**config.mk**
```make
export PLATFORM = sky130hd
export DESIGN_NAME = gdcr_device_flat
export DESIGN_NICKNAME = d
export VERILOG_FILES = /design/src/design/gdcr_pkg.sv /design/src/design/gdcr_if.sv /design/src/design/gdcr_device.sv /design/src/design/gdcr_sync3.sv /design/src/flat_wrapper.sv
export SDC_FILE = /design/constraint.sdc
export NUM_CORES = 1
export LEC_CHECK = 0
export BUFFER_PORTS_ARGS = -buffer_cell sky130_fd_sc_hd__buf_2
export CAP_MARGIN = 40
export CORE_MARGIN = 5
export CORE_UTILIZATION = 54
export CTS_CLUSTER_DIAMETER = 100
export DETAILED_ROUTE_END_ITERATION = 6
export MAX_ROUTING_LAYER = met4
export PLACE_DENSITY = 0.9
export SYNTH_ARGS = -nofsm -noshare
export SYNTH_HDL_FRONTEND = slang
export SYNTH_SLANG_ARGS = --single-unit
```
**constraint.sdc**
```tcl
create_clock -name clk_sys_i -period 3 [get_ports clk_sys_i]
set_input_delay 0.45 -clock clk_sys_i [delete_from_list [all_inputs] [get_ports clk_sys_i]]
set_output_delay 0.45 -clock clk_sys_i [all_outputs]
set_load 0.005 [all_outputs]
```
**src/design/gdcr_pkg.sv**
```systemverilog
// Shared constants of the gate driver control register pair and its host.
// Assumes a single 25 MHz system clock for both ends.
package gdcr_pkg;

	// ----------------------------------------------------------------
	// Device register map
	// ----------------------------------------------------------------
	localparam logic [7:0] OUTPUT_LEVEL_CONTROL_OFS = 8'h1a;
	localparam logic [7:0] DRIVER_ENABLE_CONTROL_OFS = 8'h1b;
	localparam logic [15:0] OUTPUT_LEVEL_CONTROL_RST = 16'h0000;
	localparam logic [15:0] DRIVER_ENABLE_CONTROL_RST = 16'h0006;
	localparam int OUTPUT_LEVEL_SELECT_POS = 0;
	localparam int PREDRIVER_ENABLE_POS = 15;
	localparam int AMPLIFIER_ENABLE_POS = 11;
	localparam int AUTOZERO_DISABLE_POS = 10;
	localparam int PUMP_SOFTSTART_DISABLE_POS = 9;
	localparam int GATE_SUPPLY_LDO_FORCE_POS = 8;
	// Lock field default, readable but not modelled here
	localparam logic [15:0] DRIVER_ENABLE_FIXED_BITS = 16'h0006;

	// ----------------------------------------------------------------
	// Host register map, word index on the Avalon-MM slave
	// ----------------------------------------------------------------
	localparam logic [2:0] HOST_TARGET_OFS = 3'h0;
	localparam logic [2:0] HOST_WDATA_OFS = 3'h1;
	localparam logic [2:0] HOST_COMMAND_OFS = 3'h2;
	localparam logic [2:0] HOST_RDATA_OFS = 3'h3;
	localparam logic [2:0] HOST_CONFIG_OFS = 3'h4;
	localparam logic [2:0] HOST_IRQ_STATUS_OFS = 3'h5;
	localparam logic [2:0] HOST_IRQ_CLEAR_OFS = 3'h6;
	localparam logic [2:0] HOST_IRQ_ENABLE_OFS = 3'h7;
	localparam int CMD_START_POS = 0;
	localparam int CMD_READ_POS = 1;
	localparam int CFG_MONITOR_READY_POS = 0;
	localparam int CFG_CURRENTS_READY_POS = 1;
	localparam int CFG_ALLOW_AZ_DIS_POS = 2;
	localparam int CFG_BUSY_POS = 3;
	localparam int IRQ_DONE_POS = 0;
	localparam int IRQ_REFUSED_POS = 1;
	localparam int IRQ_FAULT_RELEASE_POS = 2;
	localparam int IRQ_WIDTH = 3;

	// ----------------------------------------------------------------
	// Timing
	// ----------------------------------------------------------------
	localparam int CLK_FREQ_HZ = 25000000;
	localparam int ENABLE_SETTLE_NS = 5000;
	localparam int ENABLE_SETTLE_CYCLES =
		(ENABLE_SETTLE_NS * (CLK_FREQ_HZ / 1000000) + 999) / 1000;

	typedef enum logic [1:0] {
		HOST_IDLE = 2'b00,
		HOST_SETTLE = 2'b01,
		HOST_ISSUE = 2'b10
	} gdcr_host_state_type;

endpackage

```
**src/design/gdcr_if.sv**
```systemverilog
// Register port between host controller and gate driver register bank.
// Assumes both ends share clk_sys_i; the request is held until acknowledged.
`timescale 1ns/1ps
`default_nettype none
interface gdcr_if;
	logic req;
	logic we;
	logic [7:0] addr;
	logic [15:0] wdata;
	logic ack;
	logic [15:0] rdata;

	modport device (input req, input we, input addr, input wdata, output ack, output rdata);
	modport host (output req, output we, output addr, output wdata, input ack, input rdata);
endinterface
`default_nettype wire

```
**src/design/gdcr_device.sv**
```systemverilog
// Gate driver control registers: output level and predriver enable banks.
// Assumes a host on the register port and pins from the analog front end.
`timescale 1ns/1ps
`default_nettype none
module gdcr_device (
	input wire logic clk_sys_i,
	input wire logic rstn_i,
	gdcr_if.device port_if,
	input wire logic driver_off_pin_i,
	input wire logic fault_indicator_n_i,
	input wire logic predriver_fault_i,
	input wire logic gate_supply_undervoltage_flag_i,
	input wire logic all_channel_shutdown_i,
	input wire logic gate_supply_uv_response_i,
	input wire logic [2:0] high_side_pwm_input_i,
	input wire logic [2:0] low_side_pwm_input_i,
	input wire logic [3:0] source_current_setting_i,
	input wire logic [3:0] sink_current_setting_i,
	output logic output_level_5v_o,
	output logic [2:0] gate_high_o,
	output logic [2:0] gate_low_o,
	output logic [3:0] source_current_o,
	output logic [3:0] sink_current_o,
	output logic amplifier_on_o,
	output logic amplifier_outputs_hiz_o,
	output logic autozero_active_o,
	output logic pump_softstart_off_o,
	output logic gate_supply_ldo_force_o,
	output logic pump_clock_stop_o
);

	// ----------------------------------------------------------------
	// Pin synchronisation
	// ----------------------------------------------------------------
	logic [9:0] pins_s;
	logic driver_off_s;
	logic fault_n_s;
	logic pfault_s;
	logic uv_s;
	logic [2:0] hs_s;
	logic [2:0] ls_s;

	gdcr_sync3 #(
		.WIDTH(10)
	) u_sync (
		.clk_sys_i(clk_sys_i),
		.rstn_i(rstn_i),
		.async_i({driver_off_pin_i, fault_indicator_n_i, predriver_fault_i,
			gate_supply_undervoltage_flag_i, high_side_pwm_input_i, low_side_pwm_input_i}),
		.sync_o(pins_s)
	);

	assign driver_off_s = pins_s[9];
	assign fault_n_s = pins_s[8];
	assign pfault_s = pins_s[7];
	assign uv_s = pins_s[6];
	assign hs_s = pins_s[5:3];
	assign ls_s = pins_s[2:0];

	// ----------------------------------------------------------------
	// Register port decode
	// ----------------------------------------------------------------
	logic ack_q;
	logic take;
	logic wr_level;
	logic wr_enable;

	assign take = port_if.req && !ack_q;
	assign wr_level = take && port_if.we && (port_if.addr == gdcr_pkg::OUTPUT_LEVEL_CONTROL_OFS);
	assign wr_enable = take && port_if.we && (port_if.addr == gdcr_pkg::DRIVER_ENABLE_CONTROL_OFS);

	always_ff @(posedge clk_sys_i or negedge rstn_i) begin
		if (!rstn_i) begin
			ack_q <= 1'b0;
		end else begin
			ack_q <= take;
		end
	end
	assign port_if.ack = ack_q;

	// ----------------------------------------------------------------
	// Output level control
	// ----------------------------------------------------------------
	logic level_sel_q;

	always_ff @(posedge clk_sys_i or negedge rstn_i) begin
		if (!rstn_i) begin
			level_sel_q <= gdcr_pkg::OUTPUT_LEVEL_CONTROL_RST[gdcr_pkg::OUTPUT_LEVEL_SELECT_POS];
		end else if (wr_level) begin
			level_sel_q <= port_if.wdata[gdcr_pkg::OUTPUT_LEVEL_SELECT_POS];
		end
	end

	// Drives the output supply only; no input buffer control exists
	always_ff @(posedge clk_sys_i or negedge rstn_i) begin
		if (!rstn_i) begin
			output_level_5v_o <= 1'b0;
		end else begin
			output_level_5v_o <= level_sel_q;
		end
	end

	// ----------------------------------------------------------------
	// Predriver enable
	// ----------------------------------------------------------------
	logic powerup_hold_q;
	logic enable_q;
	logic force_off;

	// Released once the fault indicator has gone high after reset
	always_ff @(posedge clk_sys_i or negedge rstn_i) begin
		if (!rstn_i) begin
			powerup_hold_q <= 1'b1;
		end else if (fault_n_s) begin
			powerup_hold_q <= 1'b0;
		end
	end

	assign force_off = (pfault_s && all_channel_shutdown_i) || driver_off_s;

	always_ff @(posedge clk_sys_i or negedge rstn_i) begin
		if (!rstn_i) begin
			enable_q <= gdcr_pkg::DRIVER_ENABLE_CONTROL_RST[gdcr_pkg::PREDRIVER_ENABLE_POS];
		end else if (force_off) begin
			enable_q <= 1'b0;
		end else if (wr_enable && !powerup_hold_q) begin
			enable_q <= port_if.wdata[gdcr_pkg::PREDRIVER_ENABLE_POS];
		end
	end

	// ----------------------------------------------------------------
	// Amplifier and gate supply control
	// ----------------------------------------------------------------
	logic amp_en_q;
	logic az_dis_q;
	logic ss_dis_q;
	logic ldo_q;
	logic amp_uv_off;

	assign amp_uv_off = gate_supply_uv_response_i && uv_s;

	always_ff @(posedge clk_sys_i or negedge rstn_i) begin
		if (!rstn_i) begin
			amp_en_q <= gdcr_pkg::DRIVER_ENABLE_CONTROL_RST[gdcr_pkg::AMPLIFIER_ENABLE_POS];
		end else if (amp_uv_off) begin
			amp_en_q <= 1'b0;
		end else if (wr_enable) begin
			amp_en_q <= port_if.wdata[gdcr_pkg::AMPLIFIER_ENABLE_POS];
		end
	end

	always_ff @(posedge clk_sys_i or negedge rstn_i) begin
		if (!rstn_i) begin
			az_dis_q <= gdcr_pkg::DRIVER_ENABLE_CONTROL_RST[gdcr_pkg::AUTOZERO_DISABLE_POS];
			ss_dis_q <= gdcr_pkg::DRIVER_ENABLE_CONTROL_RST[gdcr_pkg::PUMP_SOFTSTART_DISABLE_POS];
			ldo_q <= gdcr_pkg::DRIVER_ENABLE_CONTROL_RST[gdcr_pkg::GATE_SUPPLY_LDO_FORCE_POS];
		end else if (wr_enable) begin
			az_dis_q <= port_if.wdata[gdcr_pkg::AUTOZERO_DISABLE_POS];
			ss_dis_q <= port_if.wdata[gdcr_pkg::PUMP_SOFTSTART_DISABLE_POS];
			ldo_q <= port_if.wdata[gdcr_pkg::GATE_SUPPLY_LDO_FORCE_POS];
		end
	end

	always_ff @(posedge clk_sys_i or negedge rstn_i) begin
		if (!rstn_i) begin
			amplifier_on_o <= 1'b0;
			amplifier_outputs_hiz_o <= 1'b1;
			autozero_active_o <= 1'b1;
			pump_softstart_off_o <= 1'b0;
			gate_supply_ldo_force_o <= 1'b0;
			pump_clock_stop_o <= 1'b0;
		end else begin
			amplifier_on_o <= amp_en_q;
			amplifier_outputs_hiz_o <= !amp_en_q;
			autozero_active_o <= !az_dis_q;
			pump_softstart_off_o <= ss_dis_q;
			gate_supply_ldo_force_o <= ldo_q;
			pump_clock_stop_o <= ldo_q;
		end
	end

	// ----------------------------------------------------------------
	// Gate outputs
	// ----------------------------------------------------------------
	always_ff @(posedge clk_sys_i or negedge rstn_i) begin
		if (!rstn_i) begin
			gate_high_o <= 3'h0;
			gate_low_o <= 3'h0;
		end else if (enable_q) begin
			gate_high_o <= hs_s;
			gate_low_o <= ls_s;
		end else begin
			gate_high_o <= 3'h0;
			gate_low_o <= 3'h0;
		end
	end

	// ----------------------------------------------------------------
	// Gate current update, staged across one PWM period while the predriver is enabled
	// ----------------------------------------------------------------
	logic hs0_prev_q;
	logic pwm_start;
	logic [7:0] stage_q;

	assign pwm_start = hs_s[0] && !hs0_prev_q;

	always_ff @(posedge clk_sys_i or negedge rstn_i) begin
		if (!rstn_i) begin
			hs0_prev_q <= 1'b0;
		end else begin
			hs0_prev_q <= hs_s[0];
		end
	end

	always_ff @(posedge clk_sys_i or negedge rstn_i) begin
		if (!rstn_i) begin
			stage_q <= 8'h00;
			source_current_o <= 4'h0;
			sink_current_o <= 4'h0;
		end else if (!enable_q) begin
			stage_q <= {source_current_setting_i, sink_current_setting_i};
			source_current_o <= source_current_setting_i;
			sink_current_o <= sink_current_setting_i;
		end else if (pwm_start) begin
			stage_q <= {source_current_setting_i, sink_current_setting_i};
			source_current_o <= stage_q[7:4];
			sink_current_o <= stage_q[3:0];
		end
	end

	// ----------------------------------------------------------------
	// Read back
	// ----------------------------------------------------------------
	logic [15:0] rdata_q;
	logic [15:0] level_word;
	logic [15:0] enable_word;

	assign level_word = {15'h0000, level_sel_q};
	assign enable_word = {enable_q, 3'h0, amp_en_q, az_dis_q, ss_dis_q, ldo_q, 8'h00}
		| gdcr_pkg::DRIVER_ENABLE_FIXED_BITS;

	always_ff @(posedge clk_sys_i or negedge rstn_i) begin
		if (!rstn_i) begin
			rdata_q <= 16'h0000;
		end else if (take) begin
			case (port_if.addr)
				gdcr_pkg::OUTPUT_LEVEL_CONTROL_OFS: begin
					rdata_q <= level_word;
				end
				gdcr_pkg::DRIVER_ENABLE_CONTROL_OFS: begin
					rdata_q <= enable_word;
				end
				default: begin
					rdata_q <= 16'h0000;
				end
			endcase
		end
	end
	assign port_if.rdata = rdata_q;

endmodule // gdcr_device
`default_nettype wire

```
**src/design/gdcr_sync3.sv**
```systemverilog
// Three-stage input synchroniser with agreement filter.
// Assumes inputs are asynchronous to clk_sys_i.
`timescale 1ns/1ps
`default_nettype none
module gdcr_sync3 #(
	parameter int WIDTH = 1
) (
	input wire logic clk_sys_i,
	input wire logic rstn_i,
	input wire logic [WIDTH-1:0] async_i,
	output logic [WIDTH-1:0] sync_o
);
	logic [WIDTH-1:0] s1_q;
	logic [WIDTH-1:0] s2_q;
	logic [WIDTH-1:0] s3_q;

	always_ff @(posedge clk_sys_i or negedge rstn_i) begin
		if (!rstn_i) begin
			s1_q <= '0;
			s2_q <= '0;
			s3_q <= '0;
		end else begin
			s1_q <= async_i;
			s2_q <= s1_q;
			s3_q <= s2_q;
		end
	end

	// Change accepted once stages two and three agree
	always_ff @(posedge clk_sys_i or negedge rstn_i) begin
		if (!rstn_i) begin
			sync_o <= '0;
		end else begin
			sync_o <= (s2_q & s3_q) | (sync_o & (s2_q | s3_q));
		end
	end
endmodule // gdcr_sync3
`default_nettype wire

```
**src/flat_wrapper.sv**
```systemverilog
// flat-port wrapper written by rule: the top's interface ports become plain ports
module gdcr_device_flat 
  (clk_sys_i, rstn_i, driver_off_pin_i, fault_indicator_n_i, predriver_fault_i, gate_supply_undervoltage_flag_i, all_channel_shutdown_i, gate_supply_uv_response_i, high_side_pwm_input_i, low_side_pwm_input_i, source_current_setting_i, sink_current_setting_i, output_level_5v_o, gate_high_o, gate_low_o, source_current_o, sink_current_o, amplifier_on_o, amplifier_outputs_hiz_o, autozero_active_o, pump_softstart_off_o, gate_supply_ldo_force_o, pump_clock_stop_o, port_if_req, port_if_we, port_if_addr, port_if_wdata, port_if_ack, port_if_rdata);
  gdcr_if port_if_i ();
  input wire logic clk_sys_i;
  input wire logic rstn_i;
  input wire logic driver_off_pin_i;
  input wire logic fault_indicator_n_i;
  input wire logic predriver_fault_i;
  input wire logic gate_supply_undervoltage_flag_i;
  input wire logic all_channel_shutdown_i;
  input wire logic gate_supply_uv_response_i;
  input wire logic [2:0] high_side_pwm_input_i;
  input wire logic [2:0] low_side_pwm_input_i;
  input wire logic [3:0] source_current_setting_i;
  input wire logic [3:0] sink_current_setting_i;
  output logic output_level_5v_o;
  output logic [2:0] gate_high_o;
  output logic [2:0] gate_low_o;
  output logic [3:0] source_current_o;
  output logic [3:0] sink_current_o;
  output logic amplifier_on_o;
  output logic amplifier_outputs_hiz_o;
  output logic autozero_active_o;
  output logic pump_softstart_off_o;
  output logic gate_supply_ldo_force_o;
  output logic pump_clock_stop_o;
  input wire logic [$bits(port_if_i.req)-1:0] port_if_req;
  input wire logic [$bits(port_if_i.we)-1:0] port_if_we;
  input wire logic [$bits(port_if_i.addr)-1:0] port_if_addr;
  input wire logic [$bits(port_if_i.wdata)-1:0] port_if_wdata;
  output wire logic [$bits(port_if_i.ack)-1:0] port_if_ack;
  output wire logic [$bits(port_if_i.rdata)-1:0] port_if_rdata;
  assign port_if_i.req = port_if_req;
  assign port_if_i.we = port_if_we;
  assign port_if_i.addr = port_if_addr;
  assign port_if_i.wdata = port_if_wdata;
  assign port_if_ack = port_if_i.ack;
  assign port_if_rdata = port_if_i.rdata;
  gdcr_device u_core (.clk_sys_i(clk_sys_i), .rstn_i(rstn_i), .port_if(port_if_i), .driver_off_pin_i(driver_off_pin_i), .fault_indicator_n_i(fault_indicator_n_i), .predriver_fault_i(predriver_fault_i), .gate_supply_undervoltage_flag_i(gate_supply_undervoltage_flag_i), .all_channel_shutdown_i(all_channel_shutdown_i), .gate_supply_uv_response_i(gate_supply_uv_response_i), .high_side_pwm_input_i(high_side_pwm_input_i), .low_side_pwm_input_i(low_side_pwm_input_i), .source_current_setting_i(source_current_setting_i), .sink_current_setting_i(sink_current_setting_i), .output_level_5v_o(output_level_5v_o), .gate_high_o(gate_high_o), .gate_low_o(gate_low_o), .source_current_o(source_current_o), .sink_current_o(sink_current_o), .amplifier_on_o(amplifier_on_o), .amplifier_outputs_hiz_o(amplifier_outputs_hiz_o), .autozero_active_o(autozero_active_o), .pump_softstart_off_o(pump_softstart_off_o), .gate_supply_ldo_force_o(gate_supply_ldo_force_o), .pump_clock_stop_o(pump_clock_stop_o));
endmodule
```
==> results.json <==
{
  "p_per_area_nw_per_um2": 599.9,
  "required_ns": 3.21,
  "clk-insertion-delay-late_ns": 0.33,
  "max_freq_mhz": 569.1,
  "holdBufCountCts": 0,
  "ys_ff_latch": 84,
  "postCtsSetupBuffers": 0,
  "slowest_delay_ns": 0.78,
  "routed_wl_um": 4711,
  "synth_commonest_cells": "dfrtp_1, mux2_1, buf_4, maj3_1, mux2_2",
  "syn2layout_area_growth_pct": 20.35,
  "synth-seq-area-share": 0.7180,
  "drtIter0Drc": 58,
  "ir_drop_uv": 385.2,
  "hold_viol": 0,
  "cp-endpoint": "u_core.sink_current_o[0]",
  "hold_path.class": "in2async",
  "synthCells": 179,
  "cts-root-buf": "clkbuf_8",
  "synth_largest_area_cell": "dfrtp_1",
  "viasPerCell": 4.899,
  "detail-route-antenna-nets": 0,
  "grt_pass1_vias": 1704,
  "num_rows": 26,
  "path_buf_inv": 0,
  "grt_pass1_wl_um": 8107,
  "grt_max_degree": 56,
  "p_leak_nw": 1.732,
  "die_w_um": 83.70,
  "worstSetupEndpointType": "register",
  "yosysWarnings": 0,
  "gp_routability_congestion": 0.7477,
  "cts_resized": 0,
  "skew_ns": 0.007884,
  "outcome": "finished clean",
  "path_cells": "o21ai_2 -> mux2_1",
  "slew_violations": 0,
  "cap_violations": 0,
  "hpwl_um": 3362,
  "synth_top_flop_cell": "dfrtp_1",
  "r2r_start": "u_core.enable_q",
  "rsz0062_at_grt": "false",
  "path_delay_family": "flip-flops",
  "crit_start": "u_core.enable_q",
  "setup_viol": 0,
  "nNetsFinal": 299,
  "vias": 1597,
  "port_buffers": 67,
  "synth_area_leaders": "dfrtp_1, mux2_1, maj3_1, dfstp_2, mux2_2",
  "syn_area_sq_um": 2933,
  "start_util": 0.5635,
  "r2r-end": "u_core.sink_current_o[0]",
  "layout-drive-gt1-share": 0.3945,
  "grt-ovfl-total": 0,
  "htree_levels": 3,
  "yosys.area.top_type_share": 0.6911,
  "total_power_w": 0.002118,
  "syn_avg_cell_area_sq_um": 16.38,
  "synth_edf_count": 0,
  "slew_headroom": 0.4435,
  "r2r_slack_ns": 1.24,
  "ys_types": 32,
  "core_sq_um": 5205,
  "worst_slew_pin_slew_ns": 0.8347,
  "worst-path-stages": 2,
  "drt_pass1_iterations": 4,
  "cts_tree": "done",
  "grt.total_usage": 0.1528,
  "die_area_sq_um": 7005,
  "startpoint_type": "register",
  "fin_crit_sh": 0.5857,
  "wl_per_cell_um": 14.45,
  "cts_buffers": 9,
  "clock_sinks": 84,
  "ios": 86,
  "synth_most_common_cell": "dfrtp_1",
  "clockBufferDepth": 2,
  "fin_tns_setup_ns": 0,
  "critPathSlowestCell": "dfrtp_1",
  "worstRegToRegCells": 2,
  "async_reset_ff_frac": 1.000,
  "critPathArrivalTime_ns": 1.97,
  "critPathKind": "reg2reg",
  "path_max_fanout": 17,
  "die_h_um": 83.70,
  "path_clk_slew_ns": 0.08,
  "antenna_found_initial": 0,
  "min_period_ns": 1.757,
  "diodes": 0,
  "drcViolationCount": 0
}
-- how the worst min path moves through the flow --
stage,to,cells after the start
after CTS,u_core.u_sync.s1_q[6],1
final,u_core.u_sync.s1_q[6],1
after global routing,u_core.u_sync.s1_q[6],1
after global placement,u_core.u_sync.s2_q[2],0
after floorplan,u_core.amp_en_q,0
after detailed placement,u_core.u_sync.s2_q[2],0
-- cell families (layout without fill, tap and decap cells) --
| logic type | count (synthesis) | after routing | share of synthesized area |
|---|---|---|---|
| flip-flops | 84 | 84 | 0.7180 |
| multiplexers | 30 | 30 | 0.1143 |
| AND/OR/NAND/NOR | 27 | 27 | 0.07168 |
| buffers and inverters | 18 | 88 | 0.03669 |
| adder cells (fa/ha/maj) | 10 | 10 | 0.03413 |
| AO/OA/AOI/OAI | 9 | 9 | 0.02389 |
| other | 1 | 8 | 0.001279 |
-- flip-flops by register name (all words and copies together), names as in the netlist, 3 cells and up --
| register | count |
|---|---|
| u_core.gate_high_o | 3 |
| u_core.stage_q | 8 |
| u_core.u_sync.s1_q | 10 |
| u_core.u_sync.sync_o | 10 |
| u_core.source_current_o | 4 |
| u_core.port_if.rdata | 7 |
| u_core.sink_current_o | 4 |
| u_core.gate_low_o | 3 |
| u_core.u_sync.s2_q | 10 |
| u_core.u_sync.s3_q | 10 |
-- worst reg2reg max path: cells and delay by family, from the launching register on --
| kind | cells | cell delay [ns] |
|---|---|---|
| flops | 1 | 0.78 |
| compound gates | 1 | 0.43 |
| mux | 1 | 0.43 |
-- routing by layer --
layer / track usage / part of all wire / wire length, um / up-vias
li1: - / - / - / 740
met1: 0.1872 / 0.41 / 1924 / 806
met2: 0.2451 / 0.52 / 2450 / 47
met3: 0.03751 / 0.064 / 300 / 4
met4: 0.06140 / 0.0076 / 36 / 0
met5: - / 0 / 0 / -
-- cell usage in the layout, fill, tap and decap left out, drive strengths merged, types with 2 or more instances in the layout --
cell type	synthesis	final
mux2i	2	2
nand2	6	6
clkbuf	2	11
maj3	10	10
buf	12	68
and3b	2	2
conb	1	8
dfstp	3	3
nor3	2	2
inv	4	5
o21ai	2	2
dfrtp	81	81
nand3	2	2
clkinvlp	0	2
a22o	5	5
and2	6	6
mux2	28	28
-- cell type report --
type	count	area [sq um]
clock buffers	11	151.4
clock inverters	5	58.81
fillers	382	1675
inverters	4	15.01
multi-input cells	84	745.7
flip-flops and latches	84	2106
well taps	70	87.58
repair buffers	68	365.4
-- per-stage QoR --
| stage | util | instance area, sq um | hold slack, ns | instances | setup slack [ns] |
|---|---|---|---|---|---|
| after floorplan | - | 2959 | 0.1544 | 186 | 1.447 |
| after CTS | 0.6781 | 3530 | 0.03712 | 326 | 1.205 |
| after detailed placement | 0.6377 | 3319 | 0.3381 | 310 | 1.216 |
| after global routing | 0.6781 | 3530 | 0.04976 | 326 | 1.123 |
| final | 0.6781 | 3530 | 0.03803 | 326 | 1.243 |
| after global placement | 0.6325 | 3292 | 0.3330 | 309 | 1.264 |
-- where the power goes --
group	internal [W]	switching (W)
sequential	0.00118	0.0000243
clock	0.000432	0.000376
combinational	0.0000508	0.0000538
Note: power is estimated with default switching activity, not from simulation.
